## src/hdl/dsa_pkg.sv

```systemverilog
// constants of the direction shift arbiter
// What this block does
// low-speed policy refuses change on high speed, engine speed, throttle; forces neutral
// refused low-speed change holds neutral until conditions pass, then executes
// range up and down steps still run while neutral is forced
// high-speed policy qualifies a direction change on vehicle speed only
// high-speed refusal re-engages original direction and downshifts for engine braking
// during braking the pending change executes once vehicle speed is below limit
// speed still high two seconds after a braking downshift gives another downshift
// braking downshifts are configurable as safe or unconditional
// safe variant downshifts only when the lower gear has no overspeed risk
// safe variant is the reset default
// safe variant with nothing permitted leaves direction and gear unchanged
// optional engine speed limit request while stuck in opposite direction
// unconditional variant downshifts without overspeed check, fixed delay apart
// engagement from neutral checks the direction change vehicle speed limit
// engagement optionally requires engine speed below its own limit
// engagement optionally requires throttle percentage below its own limit
// any violated enabled engagement condition keeps the transmission in neutral
// refused engagement keeps lamp on until all pass, then engages, lamp off
// gear after engagement is chosen like after a direction change
// neutral to drive is engagement if standstill seen in neutral, else change
// automatic mode with lever range at or above set gear selects that gear
// manual mode or lever range below set gear selects lever range
// refused change lights lamp and forces neutral or brakes by policy
// configuration selects policy; separate enables govern each optional check
// conditions re-evaluated every tick; braking delay counter cleared at downshift
package dsa_pkg;
    localparam logic [1:0] NEUTRAL_DIRECTION = 2'h0;
    localparam logic [1:0] FORWARD_DIRECTION = 2'h1;
    localparam logic [1:0] REVERSE_DIRECTION = 2'h2;
    localparam logic [2:0] GEAR_MIN = 3'h1;
    localparam int unsigned NUM_GEARS_DEF = 4;
    localparam int unsigned CLK_HZ = 20000000;
    localparam int unsigned BRAKE_DELAY_MS = 2000;
    localparam int unsigned BRAKE_CYC_DEF = BRAKE_DELAY_MS * (CLK_HZ / 1000);
    localparam logic [7:0] ADDR_CTRL = 8'h00;
    localparam logic [7:0] ADDR_VS_LIM = 8'h04;
    localparam logic [7:0] ADDR_CE_LIM = 8'h08;
    localparam logic [7:0] ADDR_CT_LIM = 8'h0C;
    localparam logic [7:0] ADDR_EE_LIM = 8'h10;
    localparam logic [7:0] ADDR_ET_LIM = 8'h14;
    localparam logic [7:0] ADDR_FR_GEAR = 8'h18;
    localparam logic [7:0] ADDR_STATUS = 8'h1C;
    localparam int CTL_HIGH_SPEED = 0;
    localparam int CTL_UNCOND = 1;
    localparam int CTL_CE_EN = 2;
    localparam int CTL_CT_EN = 3;
    localparam int CTL_EE_EN = 4;
    localparam int CTL_ET_EN = 5;
    localparam int CTL_AUTO = 6;
    localparam int CTL_TSC_EN = 7;
    localparam logic [7:0] CTRL_RST = 8'h4C;
    localparam logic [15:0] VS_LIM_RST = 16'h0008;
    localparam logic [15:0] CE_LIM_RST = 16'h0400;
    localparam logic [7:0] CT_LIM_RST = 8'h05;
    localparam logic [15:0] EE_LIM_RST = 16'h0400;
    localparam logic [7:0] ET_LIM_RST = 8'h05;
    localparam logic [2:0] FR_GEAR_RST = 3'h2;
    typedef enum logic [1:0] {
        DSA_IDLE = 2'b00,
        DSA_NEU = 2'b01,
        DSA_BRK = 2'b11
    } dsa_state_e;
endpackage

```

## src/hdl/dsa_arbiter.sv

```systemverilog
// direction shift arbiter with apb configuration
`timescale 1ns/10ps
`default_nettype none
module dsa_arbiter
    import dsa_pkg::*;
#(
    parameter int unsigned NUM_GEARS = NUM_GEARS_DEF,
    parameter int unsigned BRAKE_CYC = BRAKE_CYC_DEF
) (
    input wire logic clk_sys,
    input wire logic nrst,
    input wire logic psel,
    input wire logic penable,
    input wire logic pwrite,
    input wire logic [7:0] paddr,
    input wire logic [31:0] pwdata,
    output logic [31:0] prdata,
    output logic pready,
    output logic pslverr,
    input wire logic [1:0] lever_dir,
    input wire logic [2:0] lever_range,
    input wire logic [15:0] vehicle_speed,
    input wire logic [15:0] engine_speed,
    input wire logic [7:0] throttle_pct,
    input wire logic standstill,
    input wire logic overspeed_free,
    input wire logic range_up,
    input wire logic range_dn,
    output logic [1:0] dir_out,
    output logic [2:0] gear_out,
    output logic warn_lamp,
    output logic brake_dn,
    output logic spd_lim_req
);
    localparam int CNT_W = $clog2(BRAKE_CYC + 1);
    localparam logic [CNT_W-1:0] BRK_LAST = CNT_W'(BRAKE_CYC - 1);
    localparam logic [2:0] GEAR_MAX = 3'(NUM_GEARS);

    function automatic logic [2:0] sel_gear(input logic am, input logic [2:0] lev,
                                            input logic [2:0] frg);
        sel_gear = (am && lev >= frg) ? frg : lev;
    endfunction

    function automatic logic [2:0] step(input logic [2:0] g, input logic up,
                                        input logic dn);
        if (up && g < GEAR_MAX) begin
            step = g + 3'h1;
        end else if (dn && g > GEAR_MIN) begin
            step = g - 3'h1;
        end else begin
            step = g;
        end
    endfunction

    logic [7:0] ctrl_q;
    logic [15:0] vs_lim_q, ce_lim_q, ee_lim_q;
    logic [7:0] ct_lim_q, et_lim_q;
    logic [2:0] frg_q;
    logic [31:0] prdata_q;
    logic pready_q, pslverr_q;
    dsa_state_e st_q, st_d;
    logic [1:0] dir_q, dir_d, last_q, last_d;
    logic [2:0] gear_q, gear_d;
    logic lamp_q, lamp_d, pend_q, pend_d, seen_q, seen_d;
    logic dn_q, dn_d, lim_q;
    logic [CNT_W-1:0] cnt_q, cnt_d;

    // apb decode
    wire acc = psel & penable;
    wire wr_en = acc & pready_q & pwrite;
    wire hit = (paddr[7:5] == 3'h0) && (paddr[1:0] == 2'h0);
    wire [31:0] status = {21'h0, lim_q, seen_q, pend_q, st_q, lamp_q, gear_q, dir_q};
    logic [31:0] rd_mux;
    always_comb begin
        case (paddr)
            ADDR_CTRL: rd_mux = {24'h0, ctrl_q};
            ADDR_VS_LIM: rd_mux = {16'h0, vs_lim_q};
            ADDR_CE_LIM: rd_mux = {16'h0, ce_lim_q};
            ADDR_CT_LIM: rd_mux = {24'h0, ct_lim_q};
            ADDR_EE_LIM: rd_mux = {16'h0, ee_lim_q};
            ADDR_ET_LIM: rd_mux = {24'h0, et_lim_q};
            ADDR_FR_GEAR: rd_mux = {29'h0, frg_q};
            ADDR_STATUS: rd_mux = status;
            default: rd_mux = 32'h0;
        endcase
    end

    always_ff @(posedge clk_sys or negedge nrst) begin
        if (!nrst) begin
            pready_q <= 1'b0;
            pslverr_q <= 1'b0;
            prdata_q <= 32'h0;
        end else begin
            pready_q <= acc & ~pready_q;
            pslverr_q <= acc & ~pready_q & ~hit;
            prdata_q <= (acc & ~pready_q & ~pwrite) ? rd_mux : 32'h0;
        end
    end

    // safe variant at reset
    always_ff @(posedge clk_sys or negedge nrst) begin
        if (!nrst) begin
            ctrl_q <= CTRL_RST;
            vs_lim_q <= VS_LIM_RST;
            ce_lim_q <= CE_LIM_RST;
            ct_lim_q <= CT_LIM_RST;
            ee_lim_q <= EE_LIM_RST;
            et_lim_q <= ET_LIM_RST;
            frg_q <= FR_GEAR_RST;
        end else if (wr_en) begin
            case (paddr)
                ADDR_CTRL: ctrl_q <= pwdata[7:0];
                ADDR_VS_LIM: vs_lim_q <= pwdata[15:0];
                ADDR_CE_LIM: ce_lim_q <= pwdata[15:0];
                ADDR_CT_LIM: ct_lim_q <= pwdata[7:0];
                ADDR_EE_LIM: ee_lim_q <= pwdata[15:0];
                ADDR_ET_LIM: et_lim_q <= pwdata[7:0];
                ADDR_FR_GEAR: frg_q <= pwdata[2:0];
                default: ;
            endcase
        end
    end

    // policy and check enables
    wire hs = ctrl_q[CTL_HIGH_SPEED];
    // braking variant select
    wire unc = ctrl_q[CTL_UNCOND];
    wire am = ctrl_q[CTL_AUTO];
    wire lev_ok = (lever_dir == FORWARD_DIRECTION) || (lever_dir == REVERSE_DIRECTION);
    wire [1:0] lev = lev_ok ? lever_dir : NEUTRAL_DIRECTION;
    // shared vehicle speed limit
    wire vs_ok = vehicle_speed < vs_lim_q;
    wire ce_ok = ~ctrl_q[CTL_CE_EN] | (engine_speed < ce_lim_q);
    wire ct_ok = ~ctrl_q[CTL_CT_EN] | (throttle_pct < ct_lim_q);
    // change qualification by policy
    wire chg_ok = vs_ok & (hs | (ce_ok & ct_ok));
    // engagement checks
    wire ee_ok = ~ctrl_q[CTL_EE_EN] | (engine_speed < ee_lim_q);
    wire et_ok = ~ctrl_q[CTL_ET_EN] | (throttle_pct < et_lim_q);
    wire eng_ok = vs_ok & ee_ok & et_ok;
    // engagement versus change
    wire engage = (dir_q == NEUTRAL_DIRECTION) & seen_q;
    wire req = lev_ok & (lev != dir_q);
    wire idle_ok = engage ? eng_ok : chg_ok;
    wire neu_ok = pend_q ? eng_ok : chg_ok;
    // braking downshift permission
    wire dn_ok = (gear_q > GEAR_MIN) & (unc | overspeed_free);
    // gear after direction shift
    wire [2:0] new_gear = sel_gear(am, lever_range, frg_q);
    wire [2:0] stepped = step(gear_q, range_up, range_dn);
    wire [CNT_W-1:0] cnt_inc = (cnt_q == BRK_LAST) ? cnt_q : cnt_q + CNT_W'(1);

    always_comb begin
        st_d = st_q;
        dir_d = dir_q;
        gear_d = gear_q;
        lamp_d = lamp_q;
        pend_d = pend_q;
        last_d = last_q;
        cnt_d = cnt_inc;
        dn_d = 1'b0;
        seen_d = seen_q | ((dir_q == NEUTRAL_DIRECTION) & standstill);
        case (st_q)
            DSA_IDLE: begin
                if (!lev_ok) begin
                    dir_d = NEUTRAL_DIRECTION;
                    gear_d = stepped;
                end else if (!req) begin
                    gear_d = stepped;
                end else if (idle_ok) begin
                    dir_d = lev;
                    gear_d = new_gear;
                    last_d = lev;
                    seen_d = 1'b0;
                end else if (engage || !hs || last_q == NEUTRAL_DIRECTION) begin
                    // refusal forces neutral
                    lamp_d = 1'b1;
                    dir_d = NEUTRAL_DIRECTION;
                    pend_d = engage;
                    st_d = DSA_NEU;
                end else begin
                    // re-engage and brake
                    lamp_d = 1'b1;
                    dir_d = last_q;
                    st_d = DSA_BRK;
                    cnt_d = '0;
                    if (dn_ok) begin
                        gear_d = gear_q - 3'h1;
                        dn_d = 1'b1;
                    end
                end
            end
            DSA_NEU: begin
                if (!lev_ok) begin
                    st_d = DSA_IDLE;
                    lamp_d = 1'b0;
                    pend_d = 1'b0;
                    gear_d = stepped;
                end else if (neu_ok) begin
                    // pending shift executes
                    st_d = DSA_IDLE;
                    lamp_d = 1'b0;
                    pend_d = 1'b0;
                    dir_d = lev;
                    gear_d = new_gear;
                    last_d = lev;
                    seen_d = 1'b0;
                end else begin
                    // range steps in neutral
                    gear_d = stepped;
                end
            end
            DSA_BRK: begin
                if (!lev_ok || lev == dir_q) begin
                    st_d = DSA_IDLE;
                    lamp_d = 1'b0;
                    dir_d = lev;
                end else if (vs_ok) begin
                    // change once slow enough
                    st_d = DSA_IDLE;
                    lamp_d = 1'b0;
                    dir_d = lev;
                    gear_d = new_gear;
                    last_d = lev;
                    seen_d = 1'b0;
                end else if (cnt_q == BRK_LAST && dn_ok) begin
                    // next downshift, else hold
                    gear_d = gear_q - 3'h1;
                    dn_d = 1'b1;
                    cnt_d = '0;
                end
            end
            default: begin
                st_d = DSA_IDLE;
                dir_d = NEUTRAL_DIRECTION;
            end
        endcase
    end

    always_ff @(posedge clk_sys or negedge nrst) begin
        if (!nrst) begin
            st_q <= DSA_IDLE;
            dir_q <= NEUTRAL_DIRECTION;
            last_q <= NEUTRAL_DIRECTION;
            gear_q <= GEAR_MIN;
            lamp_q <= 1'b0;
            pend_q <= 1'b0;
            seen_q <= 1'b0;
            dn_q <= 1'b0;
            lim_q <= 1'b0;
            cnt_q <= '0;
        end else begin
            st_q <= st_d;
            dir_q <= dir_d;
            last_q <= last_d;
            gear_q <= gear_d;
            lamp_q <= lamp_d;
            pend_q <= pend_d;
            seen_q <= seen_d;
            dn_q <= dn_d;
            // engine limit request when stuck
            lim_q <= ctrl_q[CTL_TSC_EN] & (st_d == DSA_BRK) & ~unc & ~overspeed_free;
            cnt_q <= cnt_d;
        end
    end

    assign prdata = prdata_q;
    assign pready = pready_q;
    assign pslverr = pslverr_q;
    assign dir_out = dir_q;
    assign gear_out = gear_q;
    assign warn_lamp = lamp_q;
    assign brake_dn = dn_q;
    assign spd_lim_req = lim_q;

    wire idle_req = (st_q == DSA_IDLE) & req;
endmodule
`default_nettype wire

```

## config.mk

```make
export PLATFORM = sky130hd
export DESIGN_NAME = dsa_arbiter
export DESIGN_NICKNAME = d
export VERILOG_FILES = /design/src/hdl/dsa_pkg.sv /design/src/hdl/dsa_arbiter.sv
export SDC_FILE = /design/constraint.sdc
export NUM_CORES = 1
export LEC_CHECK = 0
export BUFFER_PORTS_ARGS = -buffer_cell sky130_fd_sc_hd__buf_2
export CORE_UTILIZATION = 30
export CTS_CLUSTER_DIAMETER = 150
export CTS_CLUSTER_SIZE = 30
export DETAILED_ROUTE_END_ITERATION = 8
export SLEW_MARGIN = 40
export SYNTH_ARGS = -nofsm -noshare
export SYNTH_HDL_FRONTEND = slang
export SYNTH_SLANG_ARGS = --single-unit
```

## constraint.sdc

```tcl
create_clock -name clk_sys -period 3.75 [get_ports clk_sys]
set_input_delay 0.1875 -clock clk_sys [delete_from_list [all_inputs] [get_ports clk_sys]]
set_output_delay 0.1875 -clock clk_sys [all_outputs]
set_load 0.01 [all_outputs]
```

==> results of run 1 <==
## metal layers
metal,vias up,track usage [%],wire (um)
met5,-,0,13
met4,2,5.624,439
met3,31,3.403,1066
met2,176,27.64,11090
met1,3310,22.41,10720
li1,3296,-,-
## flip-flops by register name (all words and copies together) (netlist names), 2 cells and up
register / count
et_lim_q: 8
prdata: 16
vs_lim_q: 16
dir_out: 2
ce_lim_q: 16
st_q: 2
ct_lim_q: 8
frg_q: 3
ctrl_q: 8
cnt_q: 26
last_q: 2
gear_out: 3
ee_lim_q: 16
## metrics by stage
stage                     util (%)  power [mW]  instances  hold slack (ns)
after floorplan                  -       2.312        894          -0.1081
after global placement       33.78       2.629       1303           0.3142
after detailed placement     33.83       2.643       1303           0.2476
after CTS                    36.23       4.369       1340        0.0005498
after global routing         36.24       4.571       1340          0.03486
final                        36.24       4.328       1340          0.01696
## critical path, cell delays in order, from the launching register on
cell	delay [ns]
dfrtp_1	0.39
inv_1	0.07
ha_1	0.27
nand4_1	0.11
nor3_1	0.36
o211ai_1	0.21
o211ai_2	0.55
nor4_2	0.18
nor3_1	0.42
buf_4	0.20
nand2_1	0.05
a21oi_1	0.18
and4b_1	0.21
## power breakdown
part | leakage, nW | switching, mW | internal (mW)
Combinational | 2.70 | 0.587 | 0.389
Sequential | 1.61 | 0.127 | 1.52
Clock | 0.290 | 0.681 | 1.02
## layout by cell type (no fill, tap or decap), types with 5 or more instances in the layout
cell           Yosys  layout
o22ai_1            6       6
mux2_2            38      38
buf_2              3     102
ha_1              72      72
mux2i_1           20      20
nand3_1           26      26
dfrtp_1          121     121
nor2_1            66      65
a22oi_1           10      10
xnor2_1           12      12
buf_4             16      11
dfstp_2           12      12
inv_1             77      77
xor2_1            16      16
nand2b_1          11      11
conb_1             1      16
a32oi_1            6       6
a211oi_1          10      10
clkbuf_16          0      17
nand2_1           99      98
nand4_1           16      16
and3_1             8       8
o21ai_0           68      68
nor4_1             7       6
a31oi_1            5       5
dlygate4sd3_1      0       5
a221oi_1           8       8
nor3_1            11       9
a21oi_1           37      37
## logic make-up after synthesis
| kind of cell | after synthesis | synth area share, % |
|---|---|---|
| simple gates | 276 | 16.15 |
| compound gates | 184 | 14.53 |
| flops | 133 | 40.56 |
| buf+inv | 123 | 6.375 |
| fa+ha+maj | 72 | 10.93 |
| mux | 62 | 8.439 |
| xor+xnor | 28 | 2.975 |
| other cells | 1 | 0.04549 |
## cell type report
cell class	instances	area share, %
inverter	77	2.959
sequential	133	34.23
clock inverter	13	1.499
timing repair buffer	119	6.738
tap	341	4.368
multi-input combinational	638	45.57
clock buffer	19	4.637
## path summary, 6_finish.rpt
check,from,to,slack [ns]
worst max-delay path,vs_lim_q[12],spd_lim_req,0.48
worst min-delay path,pwdata[12],ce_lim_q[12],0.02
worst max register to register,vs_lim_q[12],spd_lim_req,0.48
worst min register to register,et_lim_q[5],et_lim_q[5],0.51
max in group asynchronous,nrst,ee_lim_q[10],2.56
min in group asynchronous,nrst,cnt_q[15],0.33
## repair_timing
item | in CTS | in global routing
endpoints found under the setup margin | 0 | 0
endpoints found under the hold margin | 87 | 0
setup buffers | 0 | 0
hold buffers | 5 | 0
==> impl_metrics.json, run 1 <==
{
  "critPathCaptureType": "register",
  "crit_arrival_ns": 3.63,
  "grt_usage_pct": 16.97,
  "synth_area_leaders": "dfrtp_1 37%, ha_1 11%, mux2_2 5.2%, nand2_1 4.5%, o21ai_0 4.1%",
  "syn_to_final_growth_pct": 18.50,
  "die_h_um": 167.8,
  "overflow": 0,
  "clock-sinks": 133,
  "timing.final.max_slew_violations": 0,
  "syn_area_sq_um": 8243,
  "core_area_sq_um": 26950,
  "final_design_area_no_fill_sq_um": 9768,
  "ant_nets": 0,
  "io_buffers": 103,
  "first_global_vias": 6705,
  "worst_r2r_path_depth": 12,
  "dieWidth_um": 167.8,
  "worstPathMaxFanout": 10,
  "outcome": "finished, final reports clean",
  "grt_max_degree": 91,
  "multi_input_area_sq_um": 4452,
  "worstSkewPairLatency_ns": 0.43,
  "drcViolationCount": 0,
  "yosysTopAreaCellShare_pct": 36.73,
  "worst_slack_ns": 0.4826,
  "hold_viol_final": 0,
  "synth_edf_count": 0,
  "finalNetCount": 1152,
  "p_leak_nw": 4.602,
  "ys_types": 70,
  "drv_cap": 0,
  "yosysWarningCount": 0,
  "cts_tree": "yes",
  "critPathRequiredTime_ns": 4.11,
  "async_reset_ff_share_pct": 100.0,
  "drive_gt1_share_pct": 22.12,
  "synthFlopType": "dfrtp_1",
  "yosys.area.top_type": "dfrtp_1",
  "peakVddDrop_mv": 0.3055,
  "synth_seq_cells": 133,
  "cts_buffer_depth": 2,
  "ios": 136,
  "maxSlewHeadroom_pct": 41.66,
  "numCtsBuffers": 17,
  "via_count": 6815,
  "die_area_sq_um": 28140,
  "place_congestion": 0.8388,
  "cts.repair.resized": 0,
  "rows": 60,
  "startpoint_type": "register",
  "powerDensity_nw_per_um2": 443.1,
  "fmax_ghz": 0.3061,
  "vias_per_cell": 5.086,
  "drt-initial-drc-count": 442,
  "seq_area_frac_synth_pct": 40.56,
  "synth_most_common_cell": "dfrtp_1",
  "hold_path.class": "in -> reg",
  "rsz0062_at_grt": "false",
  "wl_per_cell_um": 17.41,
  "tns_ns": 0,
  "antenna_found_initial": 1,
  "finalSetupViolations": 0,
  "synthCells": 879,
  "fill_cells": 2715,
  "place_ws_ns": 0.5248,
  "post-route-period-util_pct": 87.13,
  "max_slew.worst_pin.slew_ns": 0.8751,
  "drt_wl_total_um": 23330,
  "cts_root_buf": "clkbuf_16",
  "grt_first_pass_wirelength_um": 36790,
  "clkTransAtPathRegs_ns": 0.06,
  "place_area_sq_um": 9116,
  "first_pass_iters": 5,
  "finClkSkew_ns": 0.01088,
  "start_util_pct": 30.58,
  "min_period_ns": 3.267,
  "hold_depth": 3,
  "antenna_cells": 0,
  "critPathKind": "reg -> reg",
  "h-tree-depth": 4,
  "syn_area_per_cell_sq_um": 9.378,
  "seq_area_sq_um": 3343,
  "synth_commonest_cells": "121 x dfrtp_1, 99 x nand2_1, 77 x inv_1",
  "hpwl_um": 17490
}
(Power assumes the default switching activity.)
==> inputs of run 2 (changes only) <==
--- a/config.mk
+++ b/config.mk
@@ -6,10 +6,12 @@
 export NUM_CORES = 1
 export LEC_CHECK = 0
 export BUFFER_PORTS_ARGS = -buffer_cell sky130_fd_sc_hd__buf_2
+export CORE_MARGIN = 3
 export CORE_UTILIZATION = 30
 export CTS_CLUSTER_DIAMETER = 150
 export CTS_CLUSTER_SIZE = 30
 export DETAILED_ROUTE_END_ITERATION = 8
+export PLACE_DENSITY = 0.61
 export SLEW_MARGIN = 40
 export SYNTH_ARGS = -nofsm -noshare
 export SYNTH_HDL_FRONTEND = slang
==> constraint.sdc (replaced) <==
create_clock -name clk_sys -period 2.9 [get_ports clk_sys]
set_input_delay 0.145 -clock clk_sys [delete_from_list [all_inputs] [get_ports clk_sys]]
set_output_delay 0.145 -clock clk_sys [all_outputs]
set_load 0.01 [all_outputs]
==> impl_metrics.json, run 2 (same netlist as run 1, synthesis figures left out) <==
{
  "outcome": "finished with violations",
  "failed_checks": "setup timing",
  "crit_arrival_ns": 3.24,
  "powerDensity_nw_per_um2": 589.8,
  "startpoint": "vs_lim_q[3]",
  "p_sw_mw": 1.834,
  "first_global_vias": 6961,
  "ios": 136,
  "clock-sinks": 133,
  "finalSetupViolations": 3,
  "grt_usage_pct": 16.92,
  "startpoint_type": "register",
  "numCtsBuffers": 17,
  "crit_path_end": "last_q[1]",
  "mostFrequentLayoutCells": "121 x dfrtp_1, 102 x buf_2, 98 x nand2_1, 74 x inv_1",
  "worstPathMaxFanout": 5,
  "cts_buffer_depth": 2,
  "fmax_ghz": 0.3412,
  "largest_reg_flops": 26,
  "critPathCaptureType": "register",
  "switching_share_pct": 29.49,
  "dieWidth_um": 171.8,
  "layout_commonest_cell": "dfrtp_1",
  "final_design_area_no_fill_sq_um": 10550,
  "overflow": 0,
  "seq_power_share_pct": 33.8,
  "start_util_pct": 30.58,
  "worst_r2r_path_depth": 11,
  "regMostFlops": "cnt_q",
  "maxSlewHeadroom_pct": 54.61,
  "ant_nets": 0,
  "wl_per_cell_um": 17.68,
  "rsz0062_at_grt": "true",
  "die_h_um": 171.8,
  "cts_root_buf": "clkbuf_16",
  "grt_first_pass_wirelength_um": 38600,
  "drcViolationCount": 0,
  "core_area_sq_um": 26950,
  "h-tree-depth": 4,
  "place_area_sq_um": 9445,
  "vias_per_cell": 5.029,
  "drive_gt1_share_pct": 28.15,
  "p_clk_share_pct": 40.8,
  "rr_endpoint": "last_q[1]",
  "die_area_sq_um": 29500,
  "first_pass_iters": 5,
  "p_comb_share_pct": 25.5,
  "finalNetCount": 1209,
  "syn_to_final_growth_pct": 27.95,
  "hold_path.class": "in -> reg",
  "tns_ns": -0.06431,
  "cts_tree": "yes",
  "worst_slack_ns": -0.03123,
  "via_count": 7021,
  "place_congestion": 0.8992,
  "hold_viol_final": 0,
  "grt_max_degree": 68,
  "rrSetupSlack_ns": -0.03,
  "timing.final.max_slew_violations": 0,
  "peakVddDrop_mv": 0.3588,
  "clkTransAtPathRegs_ns": 0.06,
  "rr_startpoint": "vs_lim_q[3]",
  "max_slew.worst_pin.slew_ns": 0.6808,
  "post-route-period-util_pct": 101.1,
  "min_period_ns": 2.931,
  "drv_cap": 0,
  "hpwl_um": 17950,
  "critPathKind": "reg -> reg",
  "p_int_mw": 4.386,
  "drt_wl_total_um": 24680,
  "p_leak_nw": 4.969,
  "finClkSkew_ns": 0.009140,
  "critPathRequiredTime_ns": 3.21,
  "drt-initial-drc-count": 526,
  "hold_slack_ns": 0.03299,
  "rows": 60,
  "antenna_cells": 0,
  "worstSkewPairLatency_ns": 0.43,
  "io_buffers": 103,
  "antenna_found_initial": 2,
  "total_power_mw": 6.221
}
## run 2: changes by cell type in the layout (fill, tap and decap cells not counted), sizes merged
cell         before  now
buf             114  165
bufinv            2    6
clkbuf           19   23
clkinv            6    1
clkinvlp          2    1
dlygate4sd3       5   10
inv              80   77
o211ai            3    4
## run 2: worst min path at each step
stage,cells after the start,end,from
after floorplan,0,brake_dn,nrst
after global placement,1,cnt_q[9],nrst
after detailed placement,1,cnt_q[9],nrst
after CTS,3,frg_q[1],pwdata[1]
after global routing,3,frg_q[1],pwdata[1]
final,3,ee_lim_q[4],pwdata[4]
## run 2: routing by layer
layer	track usage [%]	vias to the layer above	wire length, um
li1	-	3403	-
met1	23.02	3419	11450
met2	27.49	171	11580
met3	3.677	24	1317
met4	4.339	4	313
met5	0	-	27
## run 2: through the flow
| stage | setup slack, ns | utilization, % | std cells |
|---|---|---|---|
| 2_1_floorplan | 0.1518 | - | 894 |
| 3_3_place_gp | -0.1972 | 35.05 | 1345 |
| 3_5_place_dp | -0.2012 | 35.05 | 1345 |
| 4_1_cts | -0.005003 | 38.66 | 1393 |
| 5_1_grt | -0.1251 | 39.13 | 1396 |
| 6_report | -0.03123 | 39.13 | 1396 |
## run 2: layout make-up
class                      count  area [sq um]
clock buffer                  23         498.0
timing repair buffer         175          1136
fill                        2645         16400
clock inverter                 8         192.7
inverter                      77         289.0
tap                          341         426.7
sequential                   133          3343
multi-input combinational    639          4661
## run 2: power by group through the flow
stage	clock (mW)	combinational (mW)	sequential, mW
3_3_place_gp	0	1.43	2.13
6_report	2.54	1.59	2.10
5_1_grt	2.66	1.76	2.12
3_5_place_dp	0	1.45	2.13
2_1_floorplan	0	0.886	2.10
4_1_cts	2.57	1.54	2.10
## run 2: what timing repair did
item / in CTS / in global routing
hold buffers: 10 / 0
cloned: 1 / 0
pin swaps: 13 / 13
gates resized for setup: 27 / 15
endpoints found under the hold margin: 83 / 0
buffers inserted: 6 / 4
endpoints found under the setup margin: 39 / 38
## run 2: critical path, stage by stage, from the launching register on
cell and delay, ns:
dfstp_2 0.53, inv_2 0.04, ha_4 0.14, a211oi_2 0.23
nand3_1 0.11, a31oi_2 0.16, buf_6 0.16, o211ai_4 0.14
or4_4 0.54, o22ai_4 0.18, o2111a_2 0.27, mux2_4 0.31
==> inputs of run 3 (changes only) <==
--- a/config.mk
+++ b/config.mk
@@ -5,7 +5,9 @@
 export SDC_FILE = /design/constraint.sdc
 export NUM_CORES = 1
 export LEC_CHECK = 0
+export ABC_CLOCK_PERIOD_IN_PS = 2500
 export BUFFER_PORTS_ARGS = -buffer_cell sky130_fd_sc_hd__buf_2
+export CORE_ASPECT_RATIO = 1.25
 export CORE_MARGIN = 3
 export CORE_UTILIZATION = 30
 export CTS_CLUSTER_DIAMETER = 150
==> constraint.sdc (replaced) <==
create_clock -name clk_sys -period 2.5 [get_ports clk_sys]
set_input_delay 0.125 -clock clk_sys [delete_from_list [all_inputs] [get_ports clk_sys]]
set_output_delay 0.125 -clock clk_sys [all_outputs]
set_load 0.01 [all_outputs]
==> impl_metrics.json, run 3 (same netlist as run 1, synthesis figures left out) <==
{
  "outcome": "finished with violations",
  "failed_checks": "setup timing",
  "cts_buffer_depth": 2,
  "rows": 67,
  "fmax_ghz": 0.3437,
  "die_h_um": 191.3,
  "io_buffers": 103,
  "drt_wl_total_um": 24770,
  "core_area_sq_um": 26910,
  "peakVddDrop_mv": 0.3371,
  "worstSkewPairLatency_ns": 0.43,
  "seq_area_sq_um": 3343,
  "p_leak_nw": 5.233,
  "worstPathMaxFanout": 4,
  "vias_per_cell": 4.956,
  "overflow": 0,
  "rsz0062_at_grt": "true",
  "timing.final.max_slew_violations": 0,
  "first_pass_iters": 5,
  "dieWidth_um": 154.3,
  "powerDensity_nw_per_um2": 638.0,
  "antenna_cells": 0,
  "finalSetupViolations": 39,
  "die_area_sq_um": 29510,
  "mostFrequentLayoutCells": "121 x dfrtp_1, 116 x buf_4, 103 x buf_2, 96 x nand2_1, 73 x inv_1",
  "place_congestion": 0.8766,
  "final_util_pct": 41.07,
  "ant_nets": 0,
  "critPathKind": "reg -> reg",
  "critPathCaptureType": "register",
  "wl_per_cell_um": 16.92,
  "clkTransAtPathRegs_ns": 0.06,
  "crit_arrival_ns": 3.22,
  "drt-initial-drc-count": 364,
  "critPathRequiredTime_ns": 2.81,
  "finClkSkew_ns": 0.01340,
  "grt_max_degree": 82,
  "fill_cells": 2579,
  "clock-sinks": 133,
  "syn_to_final_growth_pct": 34.06,
  "cts_tree": "yes",
  "drv_cap": 0,
  "numCtsBuffers": 17,
  "startpoint_type": "register",
  "worst_slack_ns": -0.4095,
  "finalNetCount": 1272,
  "antenna_found_initial": 3,
  "grt_usage_pct": 16.92,
  "layout_commonest_cell": "dfrtp_1",
  "via_count": 7255,
  "min_period_ns": 2.910,
  "multi_input_area_sq_um": 4766,
  "cts_root_buf": "clkbuf_16",
  "drive_gt1_share_pct": 33.51,
  "hold_viol_final": 0,
  "maxSlewHeadroom_pct": 53.42,
  "ios": 136,
  "first_global_vias": 7460,
  "start_util_pct": 30.63,
  "hpwl_um": 18500,
  "post-route-period-util_pct": 116.4,
  "drcViolationCount": 0,
  "regMostFlops": "cnt_q",
  "largest_reg_flops": 26,
  "tns_ns": -9.748,
  "max_slew.worst_pin.slew_ns": 0.6987,
  "hold_path.class": "in -> reg",
  "h-tree-depth": 4,
  "grt_first_pass_wirelength_um": 39450
}
## run 3: cell count changes in the layout (fill, tap and decap cells not counted), moves of 3 or more
cell,before,now
bufinv_16,6,2
clkbuf_8,5,2
ha_4,6,9
ha_1,66,63
clkinv_4,0,3
clkinvlp_4,1,4
nor2_4,0,5
buf_4,56,116
inv_6,0,3
nor2_1,66,61
## run 3: metrics by stage
stage	power (mW)	hold slack [ns]	instances	area, sq um	worst slack [ns]
2_1_floorplan	3.495	-0.1706	894	8358	-0.1975
3_3_place_gp	4.240	0.2370	1409	9960	-0.3900
3_5_place_dp	4.259	0.2355	1409	9960	-0.4714
4_1_cts	7.084	0.006354	1464	10970	-0.3807
5_1_grt	7.412	0.02785	1464	11050	-0.5517
6_report	7.050	0.01592	1464	11050	-0.4095
## run 3: what timing repair did
action	CTS	global route
gates resized for setup	38	25
cloned	3	0
setup endpoints to repair	40	40
hold buffers	10	0
pin swaps	21	15
buffers inserted	11	3
endpoints found under the hold margin	97	0
## run 3: worst paths after layout
| kind | start | end | slack [ns] | cells past startpoint |
|---|---|---|---|---|
| min in group asynchronous | nrst | vs_lim_q[6] | 0.30 | 2 |
| hold reg to reg | et_lim_q[5] | et_lim_q[5] | 0.51 | 1 |
| setup / recovery | ct_lim_q[2] | last_q[1] | -0.41 | 11 |
| setup reg to reg | ct_lim_q[2] | last_q[1] | -0.41 | 11 |
| hold / removal | pwdata[1] | frg_q[1] | 0.02 | 3 |
| max in group asynchronous | nrst | gear_out[0] | 1.43 | 3 |
## run 3: power breakdown
group / switching, mW / internal (mW)
logic: 1.13 / 0.968
clock network: 1.03 / 1.51
registers: 0.130 / 2.28
total: 2.29 / 4.76
## run 3: critical path, stage by stage (launching register included)
cell and delay [ns]:
dfstp_2 0.54, inv_2 0.05, ha_4 0.21, a211oi_2 0.16, o21ai_1 0.09, a211oi_1 0.25, buf_4 0.18, o21ai_2 0.06
or3_4 0.40, o22ai_4 0.23, o2111a_2 0.31, mux2_4 0.31
## run 3: per-layer routing
metal / wire length [um] / vias to the layer above / GRT usage [%] / share of wire (%)
li1: - / 3531 / - / -
met1: 10010 / 3482 / 19.63 / 40
met4: 757 / 6 / 6.592 / 3.1
met3: 1341 / 54 / 3.601 / 5.4
met2: 12630 / 182 / 30.36 / 51
met5: 28 / - / 0 / 0.11
## run 3: cell type report
cell class / count / area share, %
flip-flops and latches: 133 / 30.25
well taps: 345 / 3.906
inverters: 77 / 2.615
multi-input cells: 638 / 43.13
clock inverters: 13 / 1.336
clock buffers: 19 / 4.008
repair buffers: 239 / 14.75
